$ cat config.mk
export PLATFORM = sky130hd
export DESIGN_NAME = slb_logic_block
export DESIGN_NICKNAME = d
export VERILOG_FILES = /design/src/shared/slb_pkg.sv /design/src/hw/slb_logic_block.sv
export SDC_FILE = /design/constraint.sdc
export NUM_CORES = 1
export LEC_CHECK = 0
export BUFFER_PORTS_ARGS = -buffer_cell sky130_fd_sc_hd__buf_2
export CAP_MARGIN = 0
export CORE_ASPECT_RATIO = 0.9
export CORE_UTILIZATION = 54
export CTS_CLUSTER_DIAMETER = 150
export DETAILED_ROUTE_END_ITERATION = 12
export PLACE_DENSITY = 0.86
export SLEW_MARGIN = 20
export SYNTH_ARGS = -nofsm -noshare
export SYNTH_HDL_FRONTEND = slang
export SYNTH_SLANG_ARGS = --single-unit
$ cat constraint.sdc
create_clock -name clk_in -period 7.9 [get_ports clk_in]
set_input_delay 0.79 -clock clk_in [delete_from_list [all_inputs] [get_ports clk_in]]
set_output_delay 0.79 -clock clk_in [all_outputs]
set_load 0.1 [all_outputs]
$ cat src/shared/slb_pkg.sv
package slb_pkg;

  // ---------------------------------------------------------------
  // Limits and reset values
  // ---------------------------------------------------------------
  localparam int   MIN_INPUTS    = 2;
  localparam int   MAX_INPUTS    = 5;
  localparam logic LATCH_RST_VAL = 1'b0;

  // ---------------------------------------------------------------
  // Source select codes
  // ---------------------------------------------------------------
  localparam logic [1:0] SRC_SAFE_IN   = 2'h0;
  localparam logic [1:0] SRC_PLAIN_IN  = 2'h1;
  localparam logic [1:0] SRC_SAFE_OUT  = 2'h2;
  localparam logic [1:0] SRC_BLOCK_OUT = 2'h3;

  // ---------------------------------------------------------------
  // Types
  // ---------------------------------------------------------------
  typedef enum logic [2:0] {
    SLB_AND,
    SLB_OR,
    SLB_NAND,
    SLB_NOR,
    SLB_XOR,
    SLB_NOT,
    SLB_RS_LATCH,
    SLB_SR_LATCH
  } slb_func_t;

  typedef struct packed {
    slb_func_t  func;
    logic [2:0] n_inputs;
    logic [4:0] inv_src;
    logic       inv_out;
  } slb_cfg_t;

  typedef struct packed {
    logic ch_a;
    logic ch_b;
  } slb_dual_t;

endpackage

$ cat src/hw/slb_logic_block.sv
// Operation
// - Signals encode On=1, Off=0; output follows inputs
// - Inputs from safety, plain, outputs or blocks
// - AND of 2-5 inputs
// - OR of 2-5 inputs
// - NAND of 2-5 inputs
// - NOR of 2-5 inputs
// - XOR: On only when exactly one On
// - NOT complements its single input
// - Reset-dominant latch clears when both high
// - Set-dominant latch sets when both high
// - Inverted source treats Stop as True
// - Inverted output turns Off when function True
// - Dual-channel Run: both high or complementary
`timescale 1ns/1ps
module slb_logic_block #(
  parameter int N_SRC = 4
) (
  input  wire logic                     clk_in,
  input  wire logic                     resetn_in,
  input  wire slb_pkg::slb_cfg_t        cfg_in,
  input  wire logic [4:0][1:0]          src_type_in,
  input  wire logic [4:0][N_SRC-1:0]    src_idx_in,
  input  wire slb_pkg::slb_dual_t [N_SRC-1:0] safe_in,
  input  wire logic [N_SRC-1:0]         safe_cmpl_in,
  input  wire logic [N_SRC-1:0]         plain_in,
  input  wire logic [N_SRC-1:0]         safe_out_in,
  input  wire logic [N_SRC-1:0]         block_out_in,
  output logic                          result_out
);

  // ---------------------------------------------------------------
  // Parameter check
  // ---------------------------------------------------------------
  // Source indices reach the selector as a 32-bit int
  if (N_SRC < 1 || N_SRC > 32) begin : g_bad_n_src
    $error("N_SRC out of range");
  end

  // ---------------------------------------------------------------
  // Pin synchronisers
  // ---------------------------------------------------------------
  // Pins are asynchronous to the scan clock; only stage two is read
  slb_pkg::slb_dual_t [N_SRC-1:0] safe_s1_q;
  slb_pkg::slb_dual_t [N_SRC-1:0] safe_s2_q;
  logic [N_SRC-1:0]               plain_s1_q;
  logic [N_SRC-1:0]               plain_s2_q;

  always_ff @(posedge clk_in or negedge resetn_in) begin
    if (!resetn_in) begin
      safe_s1_q  <= '0;
      safe_s2_q  <= '0;
      plain_s1_q <= '0;
      plain_s2_q <= '0;
    end else begin
      safe_s1_q  <= safe_in;
      safe_s2_q  <= safe_s1_q;
      plain_s1_q <= plain_in;
      plain_s2_q <= plain_s1_q;
    end
  end

  // ---------------------------------------------------------------
  // Dual-channel Run decode
  // ---------------------------------------------------------------
  // Any channel pair other than the Run pattern reads as Stop
  function automatic logic run_state(input slb_pkg::slb_dual_t d,
                                     input logic cmpl);
    run_state = cmpl ? (d.ch_a & ~d.ch_b) : (d.ch_a & d.ch_b);
  endfunction

  logic [N_SRC-1:0] safe_run;
  always_comb begin
    for (int i = 0; i < N_SRC; i++) begin
      safe_run[i] = run_state(safe_s2_q[i], safe_cmpl_in[i]);
    end
  end

  for (genvar g = 0; g < N_SRC; g++) begin : g_run_chk
    AST_RUN_BOTH: assert property (@(posedge clk_in)
      !safe_cmpl_in[g] && safe_s2_q[g].ch_a && safe_s2_q[g].ch_b
      |-> safe_run[g])
      else $error("Both-high Run not recognised");
    AST_RUN_CMPL: assert property (@(posedge clk_in)
      safe_cmpl_in[g] && safe_s2_q[g].ch_a && !safe_s2_q[g].ch_b
      |-> safe_run[g])
      else $error("Complementary Run not recognised");
    AST_RUN_STOP: assert property (@(posedge clk_in)
      !safe_s2_q[g].ch_a
      |-> !safe_run[g])
      else $error("Channel A low read as Run");
  end

  // ---------------------------------------------------------------
  // Input selection and inversion
  // ---------------------------------------------------------------
  function automatic logic pick(input logic [1:0] typ,
                                input int unsigned idx,
                                input logic [N_SRC-1:0] a,
                                input logic [N_SRC-1:0] b,
                                input logic [N_SRC-1:0] c,
                                input logic [N_SRC-1:0] d);
    logic v;
    v = 1'b0;
    if (idx < N_SRC) begin
      unique case (typ)
        slb_pkg::SRC_SAFE_IN:   v = a[idx];
        slb_pkg::SRC_PLAIN_IN:  v = b[idx];
        slb_pkg::SRC_SAFE_OUT:  v = c[idx];
        slb_pkg::SRC_BLOCK_OUT: v = d[idx];
      endcase
    end
    pick = v;
  endfunction

  logic [4:0] in_raw;
  logic [4:0] in_used;
  logic [4:0] in_val;
  logic [2:0] n_act;
  logic [2:0] ones;

  assign n_act = (cfg_in.func == slb_pkg::SLB_NOT) ? 3'h1 :
                 (cfg_in.func == slb_pkg::SLB_RS_LATCH ||
                  cfg_in.func == slb_pkg::SLB_SR_LATCH) ? 3'h2 :
                 (cfg_in.n_inputs < 3'(slb_pkg::MIN_INPUTS)) ? 3'h2 :
                 (cfg_in.n_inputs > 3'(slb_pkg::MAX_INPUTS)) ? 3'h5 :
                 cfg_in.n_inputs;

  // Unused lanes are masked so their sources cannot sway the result
  always_comb begin
    ones = 3'h0;
    for (int i = 0; i < slb_pkg::MAX_INPUTS; i++) begin
      in_raw[i]  = pick(src_type_in[i], int'(src_idx_in[i]), safe_run,
                        plain_s2_q, safe_out_in, block_out_in);
      in_val[i]  = in_raw[i] ^ cfg_in.inv_src[i];
      in_used[i] = (3'(i) < n_act);
      if (in_used[i] && in_val[i])
        ones = ones + 3'h1;
    end
  end

  AST_LANES: assert property (@(posedge clk_in)
    cfg_in.func inside {slb_pkg::SLB_AND, slb_pkg::SLB_OR,
                        slb_pkg::SLB_NAND, slb_pkg::SLB_NOR,
                        slb_pkg::SLB_XOR}
    |-> n_act >= 3'(slb_pkg::MIN_INPUTS) &&
        n_act <= 3'(slb_pkg::MAX_INPUTS))
    else $error("Active lane count out of range");
  AST_SRC_RANGE: assert property (@(posedge clk_in)
    int'(src_idx_in[0]) >= N_SRC
    |-> !in_raw[0])
    else $error("Out-of-range source not read as Off");
  AST_INV_SRC: assert property (@(posedge clk_in)
    cfg_in.inv_src[0] && !in_raw[0]
    |-> in_val[0])
    else $error("Inverted Stop source not read as True");

  // ---------------------------------------------------------------
  // Gate functions
  // ---------------------------------------------------------------
  wire all_on = &(in_val | ~in_used);
  wire any_on = |(in_val & in_used);
  wire one_on = (ones == 3'h1);
  wire set_w  = in_val[0];
  wire rst_w  = in_val[1];

  logic latch_q;
  logic latch_d;
  logic func_val;

  // Latch state holds while another function is selected
  always_comb begin
    latch_d = latch_q;
    if (cfg_in.func == slb_pkg::SLB_RS_LATCH) begin
      if (rst_w)
        latch_d = 1'b0;
      else if (set_w)
        latch_d = 1'b1;
    end else if (cfg_in.func == slb_pkg::SLB_SR_LATCH) begin
      if (set_w)
        latch_d = 1'b1;
      else if (rst_w)
        latch_d = 1'b0;
    end
  end

  always_comb begin
    unique case (cfg_in.func)
      slb_pkg::SLB_AND:      func_val = all_on;
      slb_pkg::SLB_OR:       func_val = any_on;
      slb_pkg::SLB_NAND:     func_val = ~all_on;
      slb_pkg::SLB_NOR:      func_val = ~any_on;
      slb_pkg::SLB_XOR:      func_val = one_on;
      slb_pkg::SLB_NOT:      func_val = ~in_val[0];
      slb_pkg::SLB_RS_LATCH: func_val = latch_d;
      slb_pkg::SLB_SR_LATCH: func_val = latch_d;
      default:               func_val = 1'b0;
    endcase
  end

  // ---------------------------------------------------------------
  // State and output
  // ---------------------------------------------------------------
  // Inverted options are honoured but are hazardous in safety use
  always_ff @(posedge clk_in or negedge resetn_in) begin
    if (!resetn_in) begin
      latch_q    <= slb_pkg::LATCH_RST_VAL;
      result_out <= 1'b0;
    end else begin
      latch_q    <= latch_d;
      result_out <= func_val ^ cfg_in.inv_out;
    end
  end

  // ---------------------------------------------------------------
  // Assertions
  // ---------------------------------------------------------------
  AST_AND: assert property (@(posedge clk_in) disable iff (!resetn_in)
    cfg_in.func == slb_pkg::SLB_AND && !cfg_in.inv_out
    |=> result_out == $past(all_on))
    else $error("AND output wrong");
  AST_OR: assert property (@(posedge clk_in) disable iff (!resetn_in)
    cfg_in.func == slb_pkg::SLB_OR && !cfg_in.inv_out
    |=> result_out == $past(any_on))
    else $error("OR output wrong");
  AST_NAND: assert property (@(posedge clk_in) disable iff (!resetn_in)
    cfg_in.func == slb_pkg::SLB_NAND && !cfg_in.inv_out && all_on
    |=> !result_out)
    else $error("NAND output wrong");
  AST_NOR: assert property (@(posedge clk_in) disable iff (!resetn_in)
    cfg_in.func == slb_pkg::SLB_NOR && !cfg_in.inv_out && any_on
    |=> !result_out)
    else $error("NOR output wrong");
  AST_XOR: assert property (@(posedge clk_in) disable iff (!resetn_in)
    cfg_in.func == slb_pkg::SLB_XOR && !cfg_in.inv_out
    |=> result_out == ($past(ones) == 3'h1))
    else $error("XOR output wrong");
  AST_NOT: assert property (@(posedge clk_in) disable iff (!resetn_in)
    cfg_in.func == slb_pkg::SLB_NOT && !cfg_in.inv_out
    |=> result_out != $past(in_val[0]))
    else $error("NOT output wrong");
  AST_RSL: assert property (@(posedge clk_in) disable iff (!resetn_in)
    cfg_in.func == slb_pkg::SLB_RS_LATCH && rst_w |=> !latch_q)
    else $error("Reset-dominant latch not cleared");
  AST_SRL: assert property (@(posedge clk_in) disable iff (!resetn_in)
    cfg_in.func == slb_pkg::SLB_SR_LATCH && set_w |=> latch_q)
    else $error("Set-dominant latch not set");
  AST_HOLD: assert property (@(posedge clk_in) disable iff (!resetn_in)
    (cfg_in.func == slb_pkg::SLB_RS_LATCH ||
     cfg_in.func == slb_pkg::SLB_SR_LATCH) && !set_w && !rst_w
    |=> $stable(latch_q))
    else $error("Latch did not hold");
  AST_INV: assert property (@(posedge clk_in) disable iff (!resetn_in)
    cfg_in.inv_out |=> result_out == !$past(func_val))
    else $error("Output inversion wrong");
  AST_NAND_ON: assert property (@(posedge clk_in)
    disable iff (!resetn_in)
    cfg_in.func == slb_pkg::SLB_NAND && !cfg_in.inv_out && !all_on
    |=> result_out)
    else $error("NAND output not On");
  AST_NOR_ON: assert property (@(posedge clk_in)
    disable iff (!resetn_in)
    cfg_in.func == slb_pkg::SLB_NOR && !cfg_in.inv_out && !any_on
    |=> result_out)
    else $error("NOR output not On");
  AST_RSL_SET: assert property (@(posedge clk_in)
    disable iff (!resetn_in)
    cfg_in.func == slb_pkg::SLB_RS_LATCH && set_w && !rst_w
    |=> latch_q)
    else $error("Reset-dominant latch not set");
  AST_SRL_CLR: assert property (@(posedge clk_in)
    disable iff (!resetn_in)
    cfg_in.func == slb_pkg::SLB_SR_LATCH && rst_w && !set_w
    |=> !latch_q)
    else $error("Set-dominant latch not cleared");
  AST_LATCH_OUT: assert property (@(posedge clk_in)
    disable iff (!resetn_in)
    (cfg_in.func == slb_pkg::SLB_RS_LATCH ||
     cfg_in.func == slb_pkg::SLB_SR_LATCH) && !cfg_in.inv_out
    |=> result_out == latch_q)
    else $error("Latch output differs from state");
  AST_RESET: assert property (@(posedge clk_in)
    !resetn_in && !$past(resetn_in)
    |-> !result_out && !latch_q)
    else $error("Outputs not cleared in reset");

  // ---------------------------------------------------------------
  // Cover points
  // ---------------------------------------------------------------
  COV_XOR1: cover property (@(posedge clk_in) disable iff (!resetn_in)
    cfg_in.func == slb_pkg::SLB_XOR && ones == 3'h1);
  COV_BOTH: cover property (@(posedge clk_in) disable iff (!resetn_in)
    cfg_in.func == slb_pkg::SLB_RS_LATCH && set_w && rst_w);
  COV_INV: cover property (@(posedge clk_in) disable iff (!resetn_in)
    cfg_in.inv_src != 5'h00 && result_out);
  COV_SR_BOTH: cover property (@(posedge clk_in) disable iff (!resetn_in)
    cfg_in.func == slb_pkg::SLB_SR_LATCH && set_w && rst_w);
  COV_RUN_CMPL: cover property (@(posedge clk_in) disable iff (!resetn_in)
    |(safe_run & safe_cmpl_in));

endmodule

* Yosys cells after proc, flatten, opt, wreduce, memory -nomap -nowiden *
Cells that the tools add are included.

storage, ports and cells
  register bits after elaboration = 26

cells by class
  add/sub/neg operators = 4
  order comparisons = 17
  equal/unequal tests = 23
  muxes and demuxes = 70
  bitwise operators = 24
  reductions and logical operators = 15

operator list
  cell                                                         count
  binary-select mux 1 bit (select 2 bit)                       20
  less-than comparator 4 x 3 -> 1 bit (second input constant)  10
  2-to-1 mux 1 bit                                             36
  2-to-1 mux 3 bit                                             8
  equality test 2 bit (second input constant)                  10
  case mux 1 bit (4 select lines)                              5
  adder 3 x 1 -> 3 bit (second input constant)                 4
  equality test 3 bit (second input constant)                  4
  equality test 2 x 1 -> 1 bit (second input constant)         5
  logical NOT 2 bit                                            5
  bitwise AND 1 bit                                            8
  NOT 1 bit                                                    7
  case mux 1 bit (7 select lines)                              1
  equality test 3 x 1 -> 1 bit (second input constant)         2
  equality test 3 x 2 -> 1 bit (second input constant)         2
  less-than comparator 1 x 3 -> 1 bit (first input constant)   2
  less-than comparator 2 x 3 -> 1 bit (first input constant)   2
  bitwise XOR 1 bit                                            6
  bitwise AND 5 bit                                            1
  logical AND 1 bit                                            5
  NOT 5 bit                                                    1
  OR 5 bit                                                     1
  AND reduction 5 bit                                          1
  OR reduction 5 bit                                           1
  6 further kinds                                              6

* Longest topological paths before layout *
Gate-level depths: netlist of the first run.

  depth in word-level cells = 21
  gate-level depth with buffers = 21
  depth with buffers taken out = 21

* Worst setup path after synthesis of the first run *
No wires, ideal clock.

  kind = input to register
  from = input port safe_cmpl_in[2]
  to = register result_out
  setup time = 0.123 ns
  arrival = 4.233 ns
  data required time = 7.777 ns
  path slack = 3.545 ns
  stages = 16
  buffers on the path = 0
  cell sequence = xor2_1 -> nand2_1 -> mux4_1 -> a211oi_1 -> nand2_1 -> xor2_1 -> ha_1 -> inv_1 -> xnor2_4 -> ha_1 -> inv_1 -> a21oi_1 -> ha_1 -> o311a_1 -> o32a_1 -> xnor2_1

on the way
  word-level cells in the longest chain between the ends = 19

ends and longest elaborated chain
  element                                 RTL line                RTL
  start: declaration                      slb_logic_block.sv:25   input wire logic [N_SRC-1:0] safe_cmpl_in,
  2-to-1 mux 1 bit *                      slb_logic_block.sv:69   run_state = cmpl ? (d.ch_a & ~d.ch_b) : (d.ch_a & d.ch_b);
  binary-select mux 1 bit (select 2 bit)  slb_logic_block.sv:107  slb_pkg::SRC_SAFE_IN: v = a[idx];
  2-to-1 mux 1 bit (implied by the code)  slb_logic_block.sv:107
  case mux 1 bit (4 select lines)         slb_logic_block.sv:106  unique case (typ)
  2-to-1 mux 1 bit                        slb_logic_block.sv:105  if (idx < N_SRC) begin
  bitwise XOR 1 bit                       slb_logic_block.sv:135  in_val[i] = in_raw[i] ^ cfg_in.inv_src[i];
  logical AND 1 bit                       slb_logic_block.sv:137  if (in_used[i] && in_val[i])
  2-to-1 mux 1 bit                        slb_logic_block.sv:137
  [... 3 more ...]                        n/a
  2-to-1 mux 3 bit                        slb_logic_block.sv:137
  adder 3 x 1 -> 3 bit                    slb_logic_block.sv:138  ones = ones + 3'h1;
  2-to-1 mux 3 bit                        slb_logic_block.sv:137
  adder 3 x 1 -> 3 bit                    slb_logic_block.sv:138
  2-to-1 mux 3 bit                        slb_logic_block.sv:137
  equality test 3 x 1 -> 1 bit            slb_logic_block.sv:163  wire one_on = (ones == 3'h1);
  case mux 1 bit (7 select lines) *       slb_logic_block.sv:188  unique case (cfg_in.func)
  bitwise XOR 1 bit *                     slb_logic_block.sv:211  result_out <= func_val ^ cfg_in.inv_out;
  end signal: assignment                  slb_logic_block.sv:211
  end: declaration                        slb_logic_block.sv:29   output logic result_out

Every way passes the cells marked *; elsewhere a longest branch is shown, timed or not. The select of a mux whose other input is x is not followed.

* Final worst setup path of the first run *
Ends and elaborated chain as after synthesis.

==> impl_results.md, run 1 <==
- Initial antenna violation count: 0
- PD cells: 157 nW/um2
- Flop pwr share: 39.0%
- Final wirelength: 4.62 mm
- Combinational power share: 32.5%
- Initial Utilization: 57.7%
- Clock transition at path regs: 0.09 ns
- Sequential fraction of the synthesis area: 32.9%
- Synth Area per Inst: 10.7 um2
- Placed inst area: 2320 um2
- CP bufs+invs: 3
- Total grt overflow: 0
- Sw Ratio: 29.3%
- RSZ-0062 raised after global routing: false
- Max-slew headroom: 52.8%
- Cell Chain, Critical Path: buf_2 -> xor2_1 -> nand2_1 -> mux4_1 -> a211oi_1 -> nand2_1 -> xor2_1 -> inv_1 -> ha_1 -> nand2_1 -> o21ai_0 -> ha_1 -> inv_1 -> a21oi_1 -> ha_1 -> nand2_1 -> xor2_1 -> xnor2_1 -> mux2i_1 -> o32a_1 -> xnor2_1
- Largest net degree at the start of global routing: 27
- Total power: 0.000374 W
- Die Height: 59.4 um
- Clock Power Share: 28.6%
- Filler cells: 270
- Port-buffer cells: 68
- Iteration count of the initial detailed-routing pass: 4
- Worst hold-check path type: flip-flop to flip-flop
- Crit path time final: 4.67 ns
- Clk_lat worst skew: 0.27 ns
- Period utilization: 59.1%
- Fin. Hold Viols: 0
- PostCTS Resize Cnt: 0
- Via Count: 1799
- Layout cell share with drive strength beyond 1: 38.4%
- Htree depth: 1
- Max Used Layer: met4
- Max_cap viols: 0
- Fin nets: 324
- Syn_nets: 258
- Final setup margin: 3.23 ns
- CTS buffer count: 3
- CP peak stage delay: 0.53 ns
- Fmax: 0.214 GHz
- CTS tree: yes
- Worst slew pin tran: 0.691 ns
- Dpl hpwl: 3.63 mm
- Die Width: 65.8 um
- Slew Limit Fails: 0
- Bufs on Longest Clock Path: 2
- Most used cell, CP: nand2_1
- Warnings, synthesis: 0
- Final setup viols: 0
- Crit path arrival time: 4.83 ns
- N_diodes: 0
- Critical path launch point type: input port
- Design Area, Final: 2390 um2
- Number of enable flip-flop cells after synthesis: 0
- Vias in the first global route: 1756
- Synthesized area: 1980 um2
- Post-Syn Instances: 185
- Cell Int Power: 0.000265 W
- Core area: 3430 um2
- WS Path Type: input port to flip-flop
- Synth Register Bits: 26
- Post-CTS Hold Fix Bufs: 0
- Dpl ws: 2.97 ns
- Sw power: 0.000110 W
- Max IR drop VDD: 0.000159 V
- CP max-delay cell: mux4_1
- Ys async rst share: 100%
- Final Non-Filler Cells: 294
- Met2 WL: 2.11 mm
- Detail Route Antenna Nets: 0
- Num rows: 20
- DR WL/cell: 15.7 um
- Critical path endpoint category: flip-flop
- Die area: 3910 um2
- Distinct cells, synth: 54
- Post-CTS setup buffer count: 0
- Clock tree sinks: 26
- Status: complete, no violations
- WL met3: 406 um
- First-pass GRT wire length: 7.79 mm
- Ys flop type: dfrtp_1
- Starting DRC count in detailed routing: 150
- Num ports: 69
- Root buf cell: clkbuf_8
- Via/cell ratio: 6.12
- WP data required: 8.06 ns
- GPL Wtd Cong: 0.885
- Sum Neg Setup Slack: 0 ns
- Crit-path leading delay family: XOR/XNOR gates
- Clock Skew: 0.00795 ns
- GRT Total Usage: 26.6%
- Crit Path Max Fanout: 6
- Met1 WL: 2.04 mm
- Leak Pwr: 1.08 nW
- P&R area growth vs syn: 21.0%
- Post-Place Cells: 290
- Residual DRC: 0
## power groups by stage
stage / combinational, W / sequential, W / clock (W)
floorplan: 0.0000735 / 0.000155 / 0
global placement: 0.000117 / 0.000148 / 0
detailed placement: 0.000120 / 0.000148 / 0
CTS: 0.000121 / 0.000146 / 0.000110
global route: 0.000135 / 0.000147 / 0.000114
finish: 0.000122 / 0.000146 / 0.000107
## registers in the layout, indices dropped and copies added (netlist names)
| register | cells |
|---|---|
| safe_s2_q | 8 |
| result_out | 1 |
| plain_s2_q | 4 |
| latch_q | 1 |
| plain_s1_q | 4 |
| safe_s1_q | 8 |
## metal layers
| metal | vias to the layer above | track usage (%) |
|---|---|---|
| li1 | 842 | - |
| met1 | 841 | 37.2 |
| met2 | 106 | 42.4 |
| met3 | 10 | 4.23 |
| met4 | 0 | 8.70 |
| met5 | - | 0 |
## path summary, 6_finish.rpt
| path | endpoint | from | depth (start not counted) | slack, ns |
|---|---|---|---|---|
| setup / recovery | result_out | safe_cmpl_in[2] | 21 | 3.23 |
| hold / removal | safe_s2_q[5] | safe_s1_q[5] | 0 | 0.34 |
| setup reg to reg | result_out | safe_s2_q[2] | 20 | 3.48 |
| hold reg to reg | safe_s2_q[5] | safe_s1_q[5] | 0 | 0.34 |
| max in group asynchronous | plain_s2_q[0] | resetn_in | 1 | 7.02 |
| min in group asynchronous | safe_s2_q[0] | resetn_in | 1 | 0.50 |
## synth_stat cells (2+ instances only)
master	count	area share, %
dfrtp_1	26	33
nand2_1	19	3.6
nor2_1	12	2.3
mux4_2	11	13
mux2i_1	10	5.1
o21ai_0	9	2.3
xor2_1	9	4.0
a21oi_1	5	1.3
ha_1	5	3.2
inv_1	5	0.95
mux2_2	5	2.8
nand3_1	5	1.3
a211oi_1	4	1.5
nor3b_1	4	1.5
xnor2_1	4	1.8
a32oi_1	3	1.3
buf_6	3	1.7
nand3b_1	3	1.1
and2_1	2	0.63
buf_2	2	0.51
nand4_1	2	0.63
nor2b_1	2	0.63
nor4b_1	2	0.89
o211ai_1	2	0.76
or3_1	2	0.63
## placed cells by master, fill, tap and decap left out, drive strengths merged, types with 2 or more instances in the layout
cell type and count:
a21oi 6, a32oi 3, inv 5, o21ai 9
dfrtp 26, mux2 5, nor3b 4, clkbuf 3
nor4b 2, buf 68, xnor2 5, nand3b 3
and3b 2, nand4 2, o211ai 2, a21o 2
or3 2, mux4 12, nand3 5, mux2i 10
nor2b 2, ha 5, a211oi 4, a311o 2
xor2 9, and2 2, and3 2, nand2 19
nor2 12
## cell type report
class                   count  area [um2]  share of cell area, %
repair buffers             68         340                   14.2
well taps                  44        55.1                   2.30
clock inverters             1        30.0                   1.26
inverters                   5        18.8                  0.785
multi-input cells         147        1260                   52.5
flip-flops and latches     26         651                   27.2
clock buffers               3        41.3                   1.73
## per-stage QoR
stage / hold WS [ns] / util (%)
after floorplan: 0.331 / -
after global placement: 0.331 / 67.7
after detailed placement: 0.335 / 67.7
after CTS: 0.346 / 69.8
after global routing: 0.354 / 69.8
final: 0.345 / 69.8
## kinds of logic after synthesis
logic type / count (synthesis) / share of synthesized area (%)
simple gates: 62 / 16.8
compound gates: 39 / 14.7
mux: 27 / 21.8
flops: 26 / 32.9
xor+xnor: 14 / 7.15
buf+inv: 12 / 3.54
fa+ha+maj: 5 / 3.16
No activity file was read; power rests on OpenSTA's default activity.
==> inputs of run 2 (changes only) <==
--- a/config.mk
+++ b/config.mk
@@ -5,13 +5,14 @@
 export SDC_FILE = /design/constraint.sdc
 export NUM_CORES = 1
 export LEC_CHECK = 0
+export ABC_AREA = 1
 export BUFFER_PORTS_ARGS = -buffer_cell sky130_fd_sc_hd__buf_2
 export CAP_MARGIN = 0
 export CORE_ASPECT_RATIO = 0.9
-export CORE_UTILIZATION = 54
+export CORE_UTILIZATION = 53
 export CTS_CLUSTER_DIAMETER = 150
 export DETAILED_ROUTE_END_ITERATION = 12
-export PLACE_DENSITY = 0.86
+export PLACE_DENSITY = 0.83
 export SLEW_MARGIN = 20
 export SYNTH_ARGS = -nofsm -noshare
 export SYNTH_HDL_FRONTEND = slang
==> constraint.sdc (replaced) <==
create_clock -name clk_in -period 4.8 [get_ports clk_in]
set_input_delay 0.48 -clock clk_in [delete_from_list [all_inputs] [get_ports clk_in]]
set_output_delay 0.48 -clock clk_in [all_outputs]
set_load 0.1 [all_outputs]
==> impl_results.md, run 2 <==
- GRT met1 Usage: 39.0% (was 37.2%)
- Synth Register Bits: 26 (unchanged)
- Max IR drop VDD: 0.000226 V (was 0.000159 V)
- Leak Pwr: 1.54 nW (was 1.08 nW)
- Synth cell count leaders: nand2_1, nand3_1, inv_1 (was dfrtp_1, nand2_1, nor2_1)
- Initial Utilization: 56.5% (was 57.7%)
- Ys flop type: dfrtp_1 (unchanged)
- PostCTS Resize Cnt: 0 (unchanged)
- WP data required: 4.95 ns (was 8.06 ns)
- Max-slew headroom: 64.8% (was 52.8%)
- Status: complete, no violations (unchanged)
- Register area: 651 um2 (unchanged)
- RSZ-0062 raised after global routing: false (unchanged)
- DR WL/cell: 12.3 um (was 15.7 um)
- Critical path endpoint category: flip-flop (unchanged)
- Met2 GRT Util: 45.2% (was 42.4%)
- P&R area growth vs syn: 17.5% (was 21.0%)
- Sequential fraction of the synthesis area: 27.7% (was 32.9%)
- Worst slew pin tran: 0.529 ns (was 0.691 ns)
- CTS tree: yes (unchanged)
- CP max-delay cell: dfrtp_1 (was mux4_1)
- Number of enable flip-flop cells after synthesis: 0 (unchanged)
- Die area: 4700 um2 (was 3910 um2)
- Commonest non-fill, non-tap cells in the layout: nand2_1, nand3_1, buf_2 (was buf_2, dfrtp_1, nand2_1)
- Initial antenna violation count: 0 (unchanged)
- Residual DRC: 0 (unchanged)
- Via/cell ratio: 5.34 (was 6.12)
- Die Width: 72.2 um (was 65.8 um)
- Sum Neg Setup Slack: 0 ns (unchanged)
- Root buf cell: clkbuf_8 (unchanged)
- Layout cell share with drive strength beyond 1: 23.4% (was 38.4%)
- First-pass GRT wire length: 10.2 mm (was 7.79 mm)
- Htree depth: 1 (unchanged)
- Final hold slack: 0.188 ns (was 0.345 ns)
- Worst hold-check path type: input port to asynchronous set/reset pin (was flip-flop to flip-flop)
- Starting DRC count in detailed routing: 165 (was 150)
- Most Crowded Layer GR: met2 (unchanged)
- Post-Place Cells: 489 (was 290)
- Final Non-Filler Cells: 492 (was 294)
- Largest net degree at the start of global routing: 27 (unchanged)
- Die Height: 65.2 um (was 59.4 um)
- Synth Area per Inst: 6.42 um2 (was 10.7 um2)
- Warnings, synthesis: 0 (unchanged)
- Clock transition at path regs: 0.08 ns (was 0.09 ns)
- GRT met3 Usage: 2.45% (was 4.23%)
- Synthesized area: 2350 um2 (was 1980 um2)
- Post-Syn Instances: 366 (was 185)
- Num ports: 69 (unchanged)
- CTS buffer count: 3 (unchanged)
- WS Path Type: flip-flop to flip-flop (was input port to flip-flop)
- Port-buffer cells: 68 (unchanged)
- Syn_nets: 439 (was 258)
- Num rows: 22 (was 20)
- Post-CTS setup buffer count: 0 (unchanged)
- Fin. Hold Viols: 0 (unchanged)
- PD cells: 206 nW/um2 (was 157 nW/um2)
- CP startpoint: safe_s2_q[0] (was safe_cmpl_in[2])
- Detail Route Antenna Nets: 0 (unchanged)
- Fin nets: 507 (was 324)
- Dpl ws: 1.07 ns (was 2.97 ns)
- Largest cells by area after synthesis: dfrtp_1, nand2_1, nand3_1, inv_1, nand4_1 (was dfrtp_1, mux4_2, mux2i_1, xor2_1, nand2_1)
- Largest regs: safe_s1_q: 8 flops, safe_s2_q: 8 flops (unchanged)
- Period utilization: 73.4%
- Filler cells: 395 (was 270)
- Slew Limit Fails: 0 (unchanged)
- Worst R2R Start: safe_s2_q[0] (was safe_s2_q[2])
- Total power: 0.000568 W (was 0.000374 W)
- GRT Total Usage: 27.6% (was 26.6%)
- Most common cell after layout, fill and taps aside: nand2_1 (was buf_2)
- Bufs on Longest Clock Path: 2 (unchanged)
- Crit Path Max Fanout: 5 (was 6)
- Fmax: 0.284 GHz
- Final setup viols: 0 (unchanged)
- CP peak stage delay: 0.39 ns (was 0.53 ns)
- Vias in the first global route: 2349 (was 1756)
- Top cell type by total area after synthesis: dfrtp_1 (unchanged)
- Count leader, synth: nand2_1 (was dfrtp_1)
- Max_cap viols: 0 (unchanged)
- GPL Wtd Cong: 0.956 (was 0.885)
- Clk_lat worst skew: 0.26 ns (was 0.27 ns)
- Distinct cells, synth: 31 (was 54)
- Final setup margin: 1.28 ns (was 3.23 ns)
- Top-area cell type share of the netlist area: 27.7% (was 32.9%)
- Crit path arrival time: 3.68 ns (was 4.83 ns)
- Critical path launch point type: flip-flop (was input port)
- Final wirelength: 6.07 mm (was 4.62 mm)
- Via Count: 2628 (was 1799)
- Clock tree sinks: 26 (unchanged)
- Crit path time final: 3.52 ns
- Multi-input combinational cell area: 1430 um2 (was 1260 um2)
- Clock Skew: 0.00455 ns (was 0.00795 ns)
- Dpl hpwl: 4.92 mm (was 3.63 mm)
- Ys async rst share: 100% (unchanged)
- Most used cell, CP: nand2_1 (unchanged)
- Post-CTS Hold Fix Bufs: 0 (unchanged)
- Total grt overflow: 0 (unchanged)
- Iteration count of the initial detailed-routing pass: 5 (was 4)
- N_diodes: 0 (unchanged)
- Core area: 4160 um2 (was 3430 um2)
run 2: changes by cell type in the layout (fill, tap and decap cells not counted), sizes merged, moves of 5 or more:
cell   delta
mux2      -5
mux2i    -10
nor2      +9
inv      +50
nand2   +107
nand4    +23
xnor2     -5
mux4     -12
xor2      -9
nand3    +72
run 2: logic make-up (layout without fill, tap and decap cells):
family / count (synthesis) / count (layout) / share of synthesized area [%]
adder cells (fa/ha/maj): 5 / 5 / 2.66
flip-flops: 26 / 26 / 27.7
AO/OA/AOI/OAI: 16 / 16 / 4.47
buffers and inverters: 61 / 127 / 11.4
AND/OR/NAND/NOR: 258 / 258 / 53.8
run 2: stage by stage:
| stage | instance area [um2] | util [%] |
|---|---|---|
| finish | 2760 | 66.4 |
| floorplan | 2350 | - |
| global route | 2760 | 66.4 |
| CTS | 2760 | 66.4 |
| global placement | 2720 | 65.4 |
| detailed placement | 2720 | 65.4 |
run 2: worst paths after layout:
path	end	slack, ns	cells past startpoint
setup / recovery	result_out	1.28	27
hold / removal	safe_s1_q[7]	0.19	1
setup reg to reg	result_out	1.28	27
hold reg to reg	safe_s2_q[5]	0.35	0
max in group asynchronous	plain_s2_q[2]	4.25	1
min in group clk_in	safe_s1_q[3]	0.32	1
run 2: final cells by class:
| type | instances | area share, % |
|---|---|---|
| Clock buffer | 3 | 1.50 |
| Timing Repair Buffer | 68 | 12.3 |
| Sequential cell | 26 | 23.6 |
| Inverter | 56 | 8.03 |
| Multi-Input combinational cell | 279 | 51.8 |
| Tap cell | 60 | 2.72 |
run 2: report_power, final:
group	internal (W)	switching, W
Combinational	0.0000778	0.000136
Sequential	0.000232	0.00000935
Clock	0.0000559	0.0000572
run 2: routing by layer:
metal / vias up / share of wire [%]
met2: 118 / 45
met1: 1162 / 47
met4: 0 / 1.3
li1: 1338 / -
met5: - / 0
met3: 10 / 7.1
run 2: worst max-delay path, delay by kind of cell (launching register included):
| kind | cells | cell delay, ns |
|---|---|---|
| adder cells (fa/ha/maj) | 3 | 0.89 |
| buffers and inverters | 3 | 0.19 |
| flip-flops | 1 | 0.39 |
| AND/OR/NAND/NOR | 21 | 1.96 |
==> inputs of run 3 (changes only) <==
--- a/config.mk
+++ b/config.mk
@@ -9,10 +9,10 @@
 export BUFFER_PORTS_ARGS = -buffer_cell sky130_fd_sc_hd__buf_2
 export CAP_MARGIN = 0
 export CORE_ASPECT_RATIO = 0.9
-export CORE_UTILIZATION = 53
+export CORE_UTILIZATION = 47
 export CTS_CLUSTER_DIAMETER = 150
 export DETAILED_ROUTE_END_ITERATION = 12
-export PLACE_DENSITY = 0.83
+export PLACE_DENSITY = 0.78
 export SLEW_MARGIN = 20
 export SYNTH_ARGS = -nofsm -noshare
 export SYNTH_HDL_FRONTEND = slang
==> constraint.sdc (replaced) <==
create_clock -name clk_in -period 3.1 [get_ports clk_in]
set_input_delay 0.31 -clock clk_in [delete_from_list [all_inputs] [get_ports clk_in]]
set_output_delay 0.31 -clock clk_in [all_outputs]
set_load 0.1 [all_outputs]
==> impl_results.md, run 3 (synthesis results as in run 2) <==
- Status: finished with violations (was complete, no violations)
- Clock Power Share: 25.3% (was 19.9%)
- First-pass GRT wire length: 11.4 mm (was 10.2 mm)
- Largest regs: safe_s1_q: 8 flops, safe_s2_q: 8 flops (unchanged)
- GRT met3 Usage: 1.72% (was 2.45%)
- Leak Pwr: 1.78 nW (was 1.54 nW)
- Crit path time final: 3.20 ns (was 3.52 ns)
- CP max-delay cell: dfrtp_1 (unchanged)
- Die area: 5280 um2 (was 4700 um2)
- Cell Int Power: 0.000718 W (was 0.000366 W)
- Via Count: 2825 (was 2628)
- Sw Ratio: 33.0% (was 35.6%)
- Fin util: 67.2% (was 66.4%)
- Num ports: 69 (unchanged)
- Initial Utilization: 48.6% (was 56.5%)
- Crit path arrival time: 3.36 ns (was 3.68 ns)
- Htree depth: 1 (unchanged)
- Num rows: 24 (was 22)
- Worst R2R Start: safe_s2_q[2] (was safe_s2_q[0])
- CP peak stage delay: 0.37 ns (was 0.39 ns)
- WS Path Type: flip-flop to flip-flop (unchanged)
- Flop pwr share: 34.5% (was 42.5%)
- CTS tree: yes (unchanged)
- Fin nets: 555 (was 507)
- Detail Route Antenna Nets: 0 (unchanged)
- Failing checks: negative setup slack
- GPL Wtd Cong: 0.962 (was 0.956)
- Clock Skew: 0.00872 ns (was 0.00455 ns)
- Port-buffer cells: 68 (unchanged)
- Fmax: 0.313 GHz (was 0.284 GHz)
- Met2 GRT Util: 46.3% (was 45.2%)
- Clock transition at path regs: 0.09 ns (was 0.08 ns)
- Dpl hpwl: 5.40 mm (was 4.92 mm)
- Max_cap viols: 0 (unchanged)
- Worst hold-check path type: input port to asynchronous set/reset pin (unchanged)
- Final setup margin: -0.0994 ns (was 1.28 ns)
- GRT Total Usage: 26.4% (was 27.6%)
- GRT met1 Usage: 35.7% (was 39.0%)
- Residual DRC: 0 (unchanged)
- Reg2Reg Capture Point: result_out (unchanged)
- CTS buffer count: 3 (unchanged)
- Final wirelength: 6.76 mm (was 6.07 mm)
- PD cells: 330 nW/um2 (was 206 nW/um2)
- Iteration count of the initial detailed-routing pass: 5 (unchanged)
- Clock tree sinks: 26 (unchanged)
- Clk_lat worst skew: 0.27 ns (was 0.26 ns)
- Initial antenna violation count: 0 (unchanged)
- Sw power: 0.000354 W (was 0.000202 W)
- Total grt overflow: 0 (unchanged)
- Period utilization: 103% (was 73.4%)
- Combinational power share: 40.2% (was 37.6%)
- Most common cell after layout, fill and taps aside: nand2_1 (unchanged)
- RSZ-0062 raised after global routing: true (was false)
- CP startpoint: safe_s2_q[2] (was safe_s2_q[0])
- Most used cell, CP: nand2_1 (unchanged)
- Worst slew pin tran: 0.534 ns (was 0.529 ns)
- Final setup viols: 1 (was 0)
- Most Crowded Layer GR: met2 (unchanged)
- Critical path launch point type: flip-flop (unchanged)
- Core area: 4830 um2 (was 4160 um2)
- Post-CTS Hold Fix Bufs: 0 (unchanged)
- DR WL/cell: 12.4 um (was 12.3 um)
- Layout cell share with drive strength beyond 1: 35.6% (was 23.4%)
- Crit Path Max Fanout: 3 (was 5)
- N_diodes: 0 (unchanged)
- Bufs on Longest Clock Path: 2 (unchanged)
- Starting DRC count in detailed routing: 241 (was 165)
- Commonest non-fill, non-tap cells in the layout: nand2_1, nand3_1, buf_2 (unchanged)
- Via/cell ratio: 5.17 (was 5.34)
- WP data required: 3.26 ns (was 4.95 ns)
- Worst reg2reg path depth: 30 (was 27)
- Slew Limit Fails: 0 (unchanged)
- Die Width: 76.5 um (was 72.2 um)
- Largest net degree at the start of global routing: 27 (unchanged)
- Max IR drop VDD: 0.000379 V (was 0.000226 V)
- Critical path endpoint category: flip-flop (unchanged)
- Vias in the first global route: 2691 (was 2349)
- Final hold slack: 0.0108 ns (was 0.188 ns)
- CP Capture Point: result_out (unchanged)
- Root buf cell: clkbuf_8 (unchanged)
- P&R area growth vs syn: 38.4% (was 17.5%)
- R2R setup slack: -0.1 ns (was 1.28 ns)
- Fin. Hold Viols: 0 (unchanged)
- Max-slew headroom: 64.4% (was 64.8%)
- Die Height: 69.1 um (was 65.2 um)
[run 3: critical path: cells and delay by family, from the launching register on]
kind,cells,cell delay (ns)
adders and majority gates,3,0.57
buffers and inverters,5,0.25
DFF,1,0.37
and+or+nand+nor,22,1.87
[run 3: worst min-delay path by stage]
| stage | from | depth (start not counted) | end | slack (ns) |
|---|---|---|---|---|
| 2_1_floorplan | resetn_in | 0 | latch_q | 0.01 |
| 3_3_place_gp | resetn_in | 1 | plain_s1_q[2] | 0.31 |
| 3_5_place_dp | resetn_in | 1 | plain_s1_q[2] | 0.32 |
| 4_1_cts | resetn_in | 1 | safe_s1_q[5] | 0.03 |
| 5_1_grt | resetn_in | 1 | safe_s1_q[5] | 0.05 |
| 6_report | resetn_in | 1 | safe_s1_q[5] | 0.01 |
[run 3: cell type report]
type / count / area, um2
clock buffers: 3 / 41.3
clock inverters: 1 / 30.0
fillers: 447 / 1590
inverters: 56 / 225
multi-input cells: 279 / 1520
flip-flops and latches: 26 / 651
well taps: 65 / 81.3
repair buffers: 116 / 701
[run 3: stage by stage]
stage / area [um2] / setup TNS, ns / setup WS [ns] / cells / power [W]
floorplan: 2370 / 0 / 0.00937 / 366 / 0.000604
global placement: 3040 / -0.160 / -0.160 / 534 / 0.000752
detailed placement: 3040 / -0.272 / -0.272 / 534 / 0.000763
CTS: 3170 / -0.0706 / -0.0706 / 543 / 0.00105
global route: 3250 / -0.344 / -0.344 / 546 / 0.00114
finish: 3250 / -0.0994 / -0.0994 / 546 / 0.00107
[run 3: what timing repair did]
item                                    CTS  global route
resized for setup                         8            15
endpoints found under the setup margin    1             1
pin swaps                                23            24
cloned                                    0             0
hold endpoints to repair                  0             0
setup buffers                             5             3
[run 3: metal layers]
metal / up-vias / wire [um]
met5: - / 0
met4: 0 / 85
met3: 10 / 433
met2: 111 / 3190
met1: 1270 / 3050
li1: 1434 / -
[run 3: power by group through the flow]
stage	clock network (W)	logic, W	registers [W]
after floorplan	0	0.000213	0.000391
after global placement	0	0.000377	0.000375
final	0.000271	0.000431	0.000370
after global routing	0.000291	0.000479	0.000373
after CTS	0.000277	0.000406	0.000371
after detailed placement	0	0.000386	0.000377
